**config.mk**
```make
export PLATFORM = sky130hd
export DESIGN_NAME = acr_top
export DESIGN_NICKNAME = d
export VERILOG_FILES = /design/src/hdl/acr_pkg.sv /design/src/hdl/acr_top.sv
export SDC_FILE = /design/constraint.sdc
export NUM_CORES = 1
export LEC_CHECK = 0
export ABC_AREA = 1
export BUFFER_PORTS_ARGS = -buffer_cell sky130_fd_sc_hd__buf_2
export CAP_MARGIN = 20
export CORE_MARGIN = 2
export CORE_UTILIZATION = 50
export DETAILED_ROUTE_END_ITERATION = 16
export MAX_ROUTING_LAYER = met4
export PLACE_DENSITY = 0.69
export SYNTH_ARGS = -nofsm -noshare
export SYNTH_HDL_FRONTEND = slang
export SYNTH_SLANG_ARGS = --single-unit
```
**constraint.sdc**
```tcl
create_clock -name CORE_CLK_IN -period 2.8 [get_ports CORE_CLK_IN]
set_input_delay 0.56 -clock CORE_CLK_IN [delete_from_list [all_inputs] [get_ports CORE_CLK_IN]]
set_output_delay 0.56 -clock CORE_CLK_IN [all_outputs]
set_load 0.05 [all_outputs]
```
**src/hdl/acr_pkg.sv**
```systemverilog
package acr_pkg;
  // reset pin timing, in master clock cycles
  localparam int unsigned RST_MIN_CYC = 4;
  localparam int unsigned PD_CYC_DEF = 65536;
  localparam int unsigned RST_CMD_GAP_CYC = 8;
  localparam int unsigned PD_EXIT_GAP_CYC = 65536;
  // chop settling after each polarity reversal
  localparam logic [8:0] FILTER_SETTLE_CYC = 9'h010;
  localparam logic [4:0] SETTLE_UNIT_CYC = 5'h10;
  // opcodes with the low bit ignored
  localparam logic [6:0] OPC_RESET_HI = 7'h03;
  localparam logic [6:0] OPC_PRI_BEGIN_HI = 7'h04;
  localparam logic [6:0] OPC_PRI_HALT_HI = 7'h05;
  localparam logic [6:0] OPC_AUX_BEGIN_HI = 7'h06;
  localparam logic [6:0] OPC_AUX_HALT_HI = 7'h07;
  localparam logic [6:0] OPC_PRI_READ_HI = 7'h09;
  localparam logic [6:0] OPC_AUX_READ_HI = 7'h0A;
  // full-byte opcodes
  localparam logic [7:0] OPC_NOP = 8'h00;
  localparam logic [7:0] OPC_PRI_SYS_OFS = 8'h16;
  localparam logic [7:0] OPC_PRI_SYS_GAIN = 8'h17;
  localparam logic [7:0] OPC_PRI_SELF_OFS = 8'h19;
  localparam logic [7:0] OPC_AUX_SYS_OFS = 8'h1B;
  localparam logic [7:0] OPC_AUX_SYS_GAIN = 8'h1C;
  localparam logic [7:0] OPC_AUX_SELF_OFS = 8'h1E;
  // two-byte prefixes and field layout
  localparam logic [2:0] PFX_REG_READ = 3'h1;
  localparam logic [2:0] PFX_REG_WRITE = 3'h2;
  localparam logic [2:0] PFX_COUNT = 3'h0;
  localparam int unsigned ADDR_W = 5;
  localparam int unsigned PRI_W = 32;
  localparam int unsigned AUX_W = 24;
  localparam logic [2:0] LAST_BIT = 3'h7;

  // decoded command codes
  typedef enum logic [4:0] {
    CMD_NONE, CMD_NOP, CMD_RESET, CMD_PRI_BEGIN, CMD_PRI_HALT,
    CMD_AUX_BEGIN, CMD_AUX_HALT, CMD_PRI_READ, CMD_AUX_READ,
    CMD_PRI_SYS_OFS, CMD_PRI_SYS_GAIN, CMD_PRI_SELF_OFS,
    CMD_AUX_SYS_OFS, CMD_AUX_SYS_GAIN, CMD_AUX_SELF_OFS,
    CMD_REG_READ, CMD_REG_WRITE
  } acr_cmd_t;

  // serial interface states
  typedef enum logic [1:0] {ST_OPC, ST_OPC2, ST_REG} acr_state_t;
endpackage

```
**src/hdl/acr_top.sv**
```systemverilog
`timescale 1ns/1ps
`default_nettype none
module acr_top
  import acr_pkg::*;
#(
  parameter int unsigned PD_CYC = acr_pkg::PD_CYC_DEF
)
(
  // clock and reset
  input wire logic CORE_CLK_IN,
  input wire logic SRST_IN,
  // device pins
  input wire logic RESET_POWERDOWN_PIN_N_IN,
  input wire logic CS_N_IN,
  input wire logic SCLK_IN,
  input wire logic DIN_IN,
  output logic DOUT_OUT,
  // command and reset status
  output acr_pkg::acr_cmd_t CMD_CODE_OUT,
  output logic CMD_STB_OUT,
  output logic PRIMARY_RUN_OUT,
  output logic AUXILIARY_RUN_OUT,
  output logic POWER_DOWN_OUT,
  output logic DEVICE_RESET_OUT,
  output logic RESET_FLAG_OUT,
  input wire logic RESET_FLAG_CLR_IN,
  // register file access
  output logic [acr_pkg::ADDR_W-1:0] REG_ADDR_OUT,
  output logic REG_RD_STB_OUT,
  input wire logic [7:0] REG_RDATA_IN,
  output logic REG_WR_STB_OUT,
  output logic [7:0] REG_WDATA_OUT,
  // primary converter and chop
  input wire logic CHOP_EN_IN,
  input wire logic [3:0] SETTLE_DELAY_IN,
  input wire logic PRI_CONV_VALID_IN,
  input wire logic [acr_pkg::PRI_W-1:0] PRI_CONV_DATA_IN,
  output logic PRI_POLARITY_OUT,
  output logic PRI_SETTLING_OUT,
  output logic PRI_RESULT_VALID_OUT,
  output logic [acr_pkg::PRI_W-1:0] PRI_RESULT_OUT,
  // auxiliary converter
  input wire logic AUX_CONV_VALID_IN,
  input wire logic [acr_pkg::AUX_W-1:0] AUX_CONV_DATA_IN
);
  import acr_pkg::*;

  logic [3:0] sync1_ff, sync2_ff;
  logic edge_ff;
  logic pin_low, cs_high, sclk_rise, sclk_fall, din_s;
  logic [31:0] low_cnt_ff;
  logic pin_rst_ff, pd_ff, cmd_rst_ff, flag_ff, int_rst;
  acr_state_t st_ff;
  logic [2:0] bit_cnt_ff;
  logic [6:0] rx_ff;
  logic [7:0] rx_byte;
  logic byte_done, opc_done, is_reg_pfx, is_wr_ff;
  acr_cmd_t cmd_now, cmd_ff;
  logic cmd_stb_ff, pri_run_ff, aux_run_ff;
  logic [ADDR_W-1:0] addr_ff;
  logic [5:0] rem_ff;
  logic rd_req_ff, wr_stb_ff, enter_rd, next_rd;
  logic [7:0] wdata_ff;
  logic [PRI_W-1:0] tx_ff, pri_data_ff;
  logic [AUX_W-1:0] aux_data_ff;
  logic dout_ff, auto_load, pri_new_ff;
  logic chop_first_ff, pol_ff;
  logic [8:0] settle_ff;
  logic pri_acc;
  logic [PRI_W-1:0] prev_ff, res_ff;
  logic [PRI_W:0] chop_diff;
  logic res_vld_ff;

  // two-flop synchronisers for pin inputs
  always_ff @(posedge CORE_CLK_IN)
  begin
    sync1_ff <= {RESET_POWERDOWN_PIN_N_IN, CS_N_IN, SCLK_IN, DIN_IN};
    sync2_ff <= sync1_ff;
    edge_ff <= sync2_ff[1];
  end

  // pin level and edge decode
  assign pin_low = ~sync2_ff[3];
  assign cs_high = sync2_ff[2];
  assign sclk_rise = sync2_ff[1] & ~edge_ff;
  assign sclk_fall = ~sync2_ff[1] & edge_ff;
  assign din_s = sync2_ff[0];

  // pin low-time counter, saturating at the power-down count
  always_ff @(posedge CORE_CLK_IN)
  begin
    if (SRST_IN || !pin_low)
      low_cnt_ff <= 32'h0;
    else if (low_cnt_ff < PD_CYC)
      low_cnt_ff <= low_cnt_ff + 32'h1;
  end

  // pin reset after the minimum hold, power-down after the long one
  always_ff @(posedge CORE_CLK_IN)
  begin
    if (SRST_IN)
    begin
      pin_rst_ff <= 1'b0;
      pd_ff <= 1'b0;
    end
    else
    begin
      pin_rst_ff <= pin_low && (low_cnt_ff >= RST_MIN_CYC - 1);
      pd_ff <= pin_low && (low_cnt_ff >= PD_CYC - 1);
    end
  end

  // device held in reset through power-down, so its exit resets too
  assign int_rst = SRST_IN | pin_rst_ff | cmd_rst_ff;

  // reset flag: any reset sets it, set wins over software clear
  always_ff @(posedge CORE_CLK_IN)
  begin
    if (SRST_IN || pin_rst_ff || cmd_rst_ff)
      flag_ff <= 1'b1;
    else if (RESET_FLAG_CLR_IN)
      flag_ff <= 1'b0;
  end

  // opcode decode of the byte just completed
  assign rx_byte = {rx_ff, din_s};
  assign byte_done = sclk_fall && !cs_high && (bit_cnt_ff == LAST_BIT);
  assign opc_done = byte_done && (st_ff == ST_OPC);
  assign is_reg_pfx = (rx_byte[7:5] == PFX_REG_READ) ||
                      (rx_byte[7:5] == PFX_REG_WRITE);
  assign cmd_now =
    (rx_byte == OPC_NOP) ? CMD_NOP :
    (rx_byte[7:1] == OPC_RESET_HI) ? CMD_RESET :
    (rx_byte[7:1] == OPC_PRI_BEGIN_HI) ? CMD_PRI_BEGIN :
    (rx_byte[7:1] == OPC_PRI_HALT_HI) ? CMD_PRI_HALT :
    (rx_byte[7:1] == OPC_AUX_BEGIN_HI) ? CMD_AUX_BEGIN :
    (rx_byte[7:1] == OPC_AUX_HALT_HI) ? CMD_AUX_HALT :
    (rx_byte[7:1] == OPC_PRI_READ_HI) ? CMD_PRI_READ :
    (rx_byte[7:1] == OPC_AUX_READ_HI) ? CMD_AUX_READ :
    (rx_byte == OPC_PRI_SYS_OFS) ? CMD_PRI_SYS_OFS :
    (rx_byte == OPC_PRI_SYS_GAIN) ? CMD_PRI_SYS_GAIN :
    (rx_byte == OPC_PRI_SELF_OFS) ? CMD_PRI_SELF_OFS :
    (rx_byte == OPC_AUX_SYS_OFS) ? CMD_AUX_SYS_OFS :
    (rx_byte == OPC_AUX_SYS_GAIN) ? CMD_AUX_SYS_GAIN :
    (rx_byte == OPC_AUX_SELF_OFS) ? CMD_AUX_SELF_OFS :
    (rx_byte[7:5] == PFX_REG_READ) ? CMD_REG_READ :
    (rx_byte[7:5] == PFX_REG_WRITE) ? CMD_REG_WRITE : CMD_NONE;

  // register data phase requests
  assign enter_rd = byte_done && (st_ff == ST_OPC2) && !is_wr_ff &&
                    (rx_byte[7:5] == PFX_COUNT);
  assign next_rd = byte_done && (st_ff == ST_REG) && !is_wr_ff &&
                   (rem_ff > 6'h1);

  // bit counter and receive shifter; chip select high aborts
  always_ff @(posedge CORE_CLK_IN)
  begin
    if (int_rst || cs_high)
    begin
      bit_cnt_ff <= 3'h0;
      rx_ff <= 7'h0;
    end
    else if (sclk_fall)
    begin
      bit_cnt_ff <= bit_cnt_ff + 3'h1;
      rx_ff <= rx_byte[6:0];
    end
  end

  // command state machine
  always_ff @(posedge CORE_CLK_IN)
  begin
    if (int_rst || cs_high)
      st_ff <= ST_OPC;
    else if (byte_done)
    begin
      case (st_ff)
        ST_OPC:
          if (is_reg_pfx)
            st_ff <= ST_OPC2;
        ST_OPC2:
          st_ff <= (rx_byte[7:5] == PFX_COUNT) ? ST_REG : ST_OPC;
        ST_REG:
          if (rem_ff == 6'h1)
            st_ff <= ST_OPC;
        default:
          st_ff <= ST_OPC;
      endcase
    end
  end

  // register address, byte count and strobes
  always_ff @(posedge CORE_CLK_IN)
  begin
    if (int_rst)
    begin
      addr_ff <= '0;
      rem_ff <= 6'h0;
      is_wr_ff <= 1'b0;
      wdata_ff <= 8'h0;
      wr_stb_ff <= 1'b0;
      rd_req_ff <= 1'b0;
    end
    else
    begin
      rd_req_ff <= enter_rd || next_rd;
      wr_stb_ff <= byte_done && (st_ff == ST_REG) && is_wr_ff;
      if (opc_done && is_reg_pfx)
      begin
        addr_ff <= rx_byte[ADDR_W-1:0];
        is_wr_ff <= (rx_byte[7:5] == PFX_REG_WRITE);
      end
      else if (byte_done && (st_ff == ST_OPC2))
        rem_ff <= {1'b0, rx_byte[4:0]} + 6'h1;
      else if (byte_done && (st_ff == ST_REG))
      begin
        wdata_ff <= rx_byte;
        rem_ff <= rem_ff - 6'h1;
      end
      if (rd_req_ff || wr_stb_ff)
        addr_ff <= addr_ff + 5'h1;
    end
  end

  // command pulse, converter run state and command reset
  always_ff @(posedge CORE_CLK_IN)
  begin
    if (int_rst)
    begin
      cmd_ff <= CMD_NONE;
      cmd_stb_ff <= 1'b0;
      pri_run_ff <= 1'b0;
      aux_run_ff <= 1'b0;
      cmd_rst_ff <= 1'b0;
    end
    else
    begin
      cmd_stb_ff <= opc_done && (cmd_now != CMD_NONE);
      cmd_ff <= opc_done ? cmd_now : CMD_NONE;
      cmd_rst_ff <= opc_done && (cmd_now == CMD_RESET);
      if (cmd_stb_ff && cmd_ff == CMD_PRI_BEGIN)
        pri_run_ff <= 1'b1;
      else if (cmd_stb_ff && cmd_ff == CMD_PRI_HALT)
        pri_run_ff <= 1'b0;
      if (cmd_stb_ff && cmd_ff == CMD_AUX_BEGIN)
        aux_run_ff <= 1'b1;
      else if (cmd_stb_ff && cmd_ff == CMD_AUX_HALT)
        aux_run_ff <= 1'b0;
    end
  end

  // new results load the shifter only while no command is open
  assign auto_load = pri_new_ff && (st_ff == ST_OPC) &&
                     (bit_cnt_ff == 3'h0);

  // output shifter: new bit on each serial clock rise
  always_ff @(posedge CORE_CLK_IN)
  begin
    if (int_rst)
    begin
      tx_ff <= '0;
      dout_ff <= 1'b0;
      pri_new_ff <= 1'b0;
    end
    else
    begin
      if (cmd_stb_ff && cmd_ff == CMD_PRI_READ)
        tx_ff <= pri_data_ff;
      else if (cmd_stb_ff && cmd_ff == CMD_AUX_READ)
        tx_ff <= {aux_data_ff, 8'h00};
      else if (rd_req_ff)
        tx_ff <= {REG_RDATA_IN, 24'h0};
      else if (auto_load)
        tx_ff <= pri_data_ff;
      else if (sclk_rise && !cs_high)
      begin
        tx_ff <= {tx_ff[PRI_W-2:0], 1'b0};
        dout_ff <= tx_ff[PRI_W-1];
      end
      if (res_vld_ff)
        pri_new_ff <= 1'b1;
      else if (auto_load || (cmd_stb_ff && cmd_ff == CMD_PRI_READ))
        pri_new_ff <= 1'b0;
    end
  end

  // chop arithmetic: sign follows the polarity of the newest sample
  assign chop_diff = pol_ff ?
    ({prev_ff[PRI_W-1], prev_ff} -
     {PRI_CONV_DATA_IN[PRI_W-1], PRI_CONV_DATA_IN}) :
    ({PRI_CONV_DATA_IN[PRI_W-1], PRI_CONV_DATA_IN} -
     {prev_ff[PRI_W-1], prev_ff});
  assign pri_acc = PRI_CONV_VALID_IN && pri_run_ff && (settle_ff == 9'h0);

  // primary result path with optional chop sequencing
  always_ff @(posedge CORE_CLK_IN)
  begin
    if (int_rst || !pri_run_ff)
    begin
      chop_first_ff <= 1'b1;
      pol_ff <= 1'b0;
      settle_ff <= 9'h0;
      prev_ff <= '0;
      res_ff <= '0;
      res_vld_ff <= 1'b0;
    end
    else
    begin
      res_vld_ff <= pri_acc && !(CHOP_EN_IN && chop_first_ff);
      if (settle_ff != 9'h0)
        settle_ff <= settle_ff - 9'h1;
      if (pri_acc && !CHOP_EN_IN)
        res_ff <= PRI_CONV_DATA_IN;
      else if (pri_acc)
      begin
        chop_first_ff <= 1'b0;
        prev_ff <= PRI_CONV_DATA_IN;
        pol_ff <= ~pol_ff;
        settle_ff <= FILTER_SETTLE_CYC +
                     9'(SETTLE_DELAY_IN * SETTLE_UNIT_CYC);
        if (!chop_first_ff)
          res_ff <= chop_diff[PRI_W:1];
      end
    end
  end

  // latest converted words held for the read commands
  always_ff @(posedge CORE_CLK_IN)
  begin
    if (int_rst)
    begin
      pri_data_ff <= '0;
      aux_data_ff <= '0;
    end
    else
    begin
      if (res_vld_ff)
        pri_data_ff <= res_ff;
      if (AUX_CONV_VALID_IN && aux_run_ff)
        aux_data_ff <= AUX_CONV_DATA_IN;
    end
  end

  // outputs; serial out stays driven in power-down
  assign DOUT_OUT = dout_ff;
  assign CMD_CODE_OUT = cmd_ff;
  assign CMD_STB_OUT = cmd_stb_ff;
  assign PRIMARY_RUN_OUT = pri_run_ff;
  assign AUXILIARY_RUN_OUT = aux_run_ff;
  assign POWER_DOWN_OUT = pd_ff;
  assign DEVICE_RESET_OUT = int_rst;
  assign RESET_FLAG_OUT = flag_ff;
  assign REG_ADDR_OUT = addr_ff;
  assign REG_RD_STB_OUT = rd_req_ff;
  assign REG_WR_STB_OUT = wr_stb_ff;
  assign REG_WDATA_OUT = wdata_ff;
  assign PRI_POLARITY_OUT = pol_ff;
  assign PRI_SETTLING_OUT = (settle_ff != 9'h0);
  assign PRI_RESULT_VALID_OUT = res_vld_ff;
  assign PRI_RESULT_OUT = res_ff;
endmodule
`default_nettype wire

```
==> flow_summary.yaml <==
floorplan:
  io_pins: 140
  start_util_pct: 51.0
  die_w_um: 178
  num_rows: 63
  core_area_um2: 29800
  die_y_um: 178
  die_area_um2: 31800
sta:
  skew_ns: 0.0221
  fin_crit_sh_pct: 88.7
  relSlewSlack_pct: 47.8
  max_freq_mhz: 402
  tightest_slew_ns: 0.780
  hold_slack_ns: 0.0835
  fin_setup_tns_ns: 0
  rsz0062_at_grt: "false"
  finalMaxSlewViolations: 0
  finalCriticalPeriod_ns: 2.48
  finalSetupViolCount: 0
  hold_viol: 0
finish:
  register_area_um2: 5060
  nFillCells: 3047
  nets: 2609
  multiInputGateArea_um2: 8460
  drive_gt1_share_pct: 12.9
  diodes: 0
  syn_to_final_growth_pct: 13.7
route:
  drtIter0Drc: 1184
  vias: 15318
  firstDrtPassIters: 7
  routed_via_density: 5.34
  antenna_left: 0
  route.detailed.drc: 0
  wl_per_cell_um: 16.7
  routed_wl_mm: 47.9
power_and_ir_drop:
  peakVddDrop_mv: 0.456
  combPwrFrac_pct: 8.2
  p_sw_uw: 2040
  leakage_uw: 0.00773
  p_seq_share_pct: 45.3
  intPower_uw: 6010
  power_density_nw_per_um2: 466
  swShare_pct: 25.3
  clkPwrFrac_pct: 46.4
cts:
  root_buffer: "clkbuf_16"
  cts_sinks: 253
  cts_tree: "yes"
  hold_buffers: 0
  cts_setup_buffers: 0
  cts_resized: 0
  htree_levels: 1
  cts_buffer_depth: 3
  path_clk_slew_ns: 0.06
  insertion_delay_ns: 0.58
  cts_made_buffers: 29
placement:
  port_buffers: 139
  hpwl_mm: 36.4
  place_congestion: 0.970
logic_synthesis:
  ys_top_cells_by_area: "dfxtp_1 33%, nand2_1 16%, inv_1 8.1%"
  synthFlopType: "dfxtp_1"
  synth_nets: 2474
  synth-edff-count: 0
  synth_top_area_share_pct: 33.3
  ys_seq_area_share_pct: 33.3
  syn_area_um2: 15200
  avgSynthCellArea_um2: 6.56
  ys_types: 65
  synth_cells: 2319
  synthArstFlopShare_pct: 0
  synth_warnings: 0
  yosys.area.top_type: "dfxtp_1"
  ys_seq_elements: 253
run_status:
  status: "completed"
critical_path:
  r2r_slack_ns: 0.32
  crit_arrival_ns: 2.98
  required_ns: 3.30
  end_kind: "flip-flop"
  startpoint_type: "flip-flop"
  worst-setup-path-type: "flip-flop to flip-flop"
  path_max_fanout: 3
global_routing:
  grt_antenna_before_repair: 0
  grt_pass1_vias: 14443
  grt_pass1_wl_mm: 75.5
  grt_max_degree: 67
  grt-ovfl-total: 0
  groute.usage.overall_pct: 30.5
hold_path:
  min_path_type: "input pin to flip-flop"
flow_run:
  cap_violations: 0
## per-stage QoR
| stage | total power (uW) | worst slack [ns] | cell area (um2) | util (%) | instances |
|---|---|---|---|---|---|
| finish | 8050 | 0.315 | 17300 | 58.0 | 2866 |
| global route | 8340 | 0.121 | 17300 | 58.0 | 2866 |
| CTS | 8110 | 0.350 | 17300 | 58.0 | 2866 |
| detailed placement | 4380 | 0.0449 | 16400 | 54.9 | 2813 |
| global placement | 4380 | 0.0343 | 16400 | 54.9 | 2813 |
| floorplan | 4140 | 0.637 | 15200 | - | 2319 |
## flip-flops by register name, summed over array words and instances (netlist names), 2 cells and up
name / count
CMD_CODE_OUT: 5
PRI_RESULT_OUT: 32
REG_ADDR_OUT: 5
REG_WDATA_OUT: 8
aux_data_ff: 24
bit_cnt_ff: 3
low_cnt_ff: 32
prev_ff: 32
pri_data_ff: 32
rem_ff: 6
rx_ff: 7
settle_ff: 9
st_ff: 2
sync1_ff: 4
sync2_ff: 4
tx_ff: 32
## final cells by class
cell class	count	share of cell area, %
Clock buffer	41	4.75
Clock inverter	12	0.694
Inverter	345	7.50
Multi-Input combinational cell	1643	48.9
Sequential cell	253	29.3
Tap cell	390	2.82
Timing Repair Buffer	182	6.03
## kinds of logic after synthesis
family / share of synthesized area, %
xor+xnor: 0.749
fa+ha+maj: 6.43
flops: 33.3
mux: 0.0658
simple gates: 28.5
buf+inv: 11.1
compound gates: 19.8
## per-layer routing
metal | wire [um] | share of wire, % | global-route usage, % | up-vias
met5 | 0 | 0 | - | -
met4 | 1310 | 2.7 | 8.27 | 0
met3 | 2620 | 5.5 | 2.77 | 80
met2 | 22200 | 46 | 51.4 | 462
met1 | 21700 | 45 | 39.3 | 7006
li1 | - | - | - | 7770
## synthesized netlist by cell type (all sizes together) (2+ instances only)
library cell  count
nand4            26
ha               75
inv             343
o21a              7
o22ai            22
a221oi            4
fa                2
xnor2             6
nor2            185
nor4              6
o2bb2ai           7
or2               9
o21bai            8
a31oi            27
clkbuf           43
o311ai            3
clkinv            2
nor3             29
a21o              2
nand2           649
a211oi            6
dfxtp           253
xor2              7
nand3b            5
a21oi           252
o211ai            9
nand3            95
buf              35
o21ai           189
## power by group through the flow
stage,registers (uW),clock network (uW),logic [uW]
after floorplan,3730,0,412
after global placement,3730,0,646
after detailed placement,3730,0,648
after CTS,3650,3810,653
after global routing,3650,3950,733
final,3650,3740,661
## path summary, 6_finish.rpt
check	from	endpoint	cells after the start
setup / recovery	prev_ff[0]	PRI_RESULT_OUT[21]	15
hold / removal	SCLK_IN	sync1_ff[1]	1
setup reg to reg	prev_ff[0]	PRI_RESULT_OUT[21]	15
hold reg to reg	sync1_ff[3]	sync2_ff[3]	0
## critical path: stages (launching register included)
cell,delay [ns]
dfxtp_1,0.34
inv_1,0.05
nand2_1,0.11
inv_1,0.08
fa_1,0.40
inv_1,0.13
nand2_1,0.06
o21ai_0,0.16
nand2_1,0.09
o211ai_1,0.18
nand2_1,0.11
nand2_1,0.19
nand2_1,0.15
nand3b_1,0.12
nand3_1,0.09
a21oi_1,0.16
## cell usage in the layout, fill, tap and decap left out, types with 3 or more instances in the layout
cell,n
a211oi_1,6
a21oi_1,243
a21oi_2,9
a31oi_1,27
buf_2,139
buf_4,41
clkbuf_1,7
clkbuf_16,29
clkbuf_8,5
clkinv_2,4
dfxtp_1,253
ha_1,75
inv_1,327
inv_2,15
nand2_1,633
nand2_2,13
nand2_4,3
nand3_1,92
nand3b_1,5
nand4_1,24
nor2_1,158
nor2_2,21
nor2_4,6
nor3_1,20
nor3_2,5
nor3_4,4
nor4_1,6
o211ai_1,9
o21a_1,7
o21ai_0,167
o21ai_1,19
o21ai_2,3
o21bai_1,8
o22ai_1,22
o2bb2ai_1,7
o311ai_0,3
or2_1,3
or2_2,3
xnor2_1,6
xor2_1,7
No activity file was read; power rests on OpenSTA's default activity.
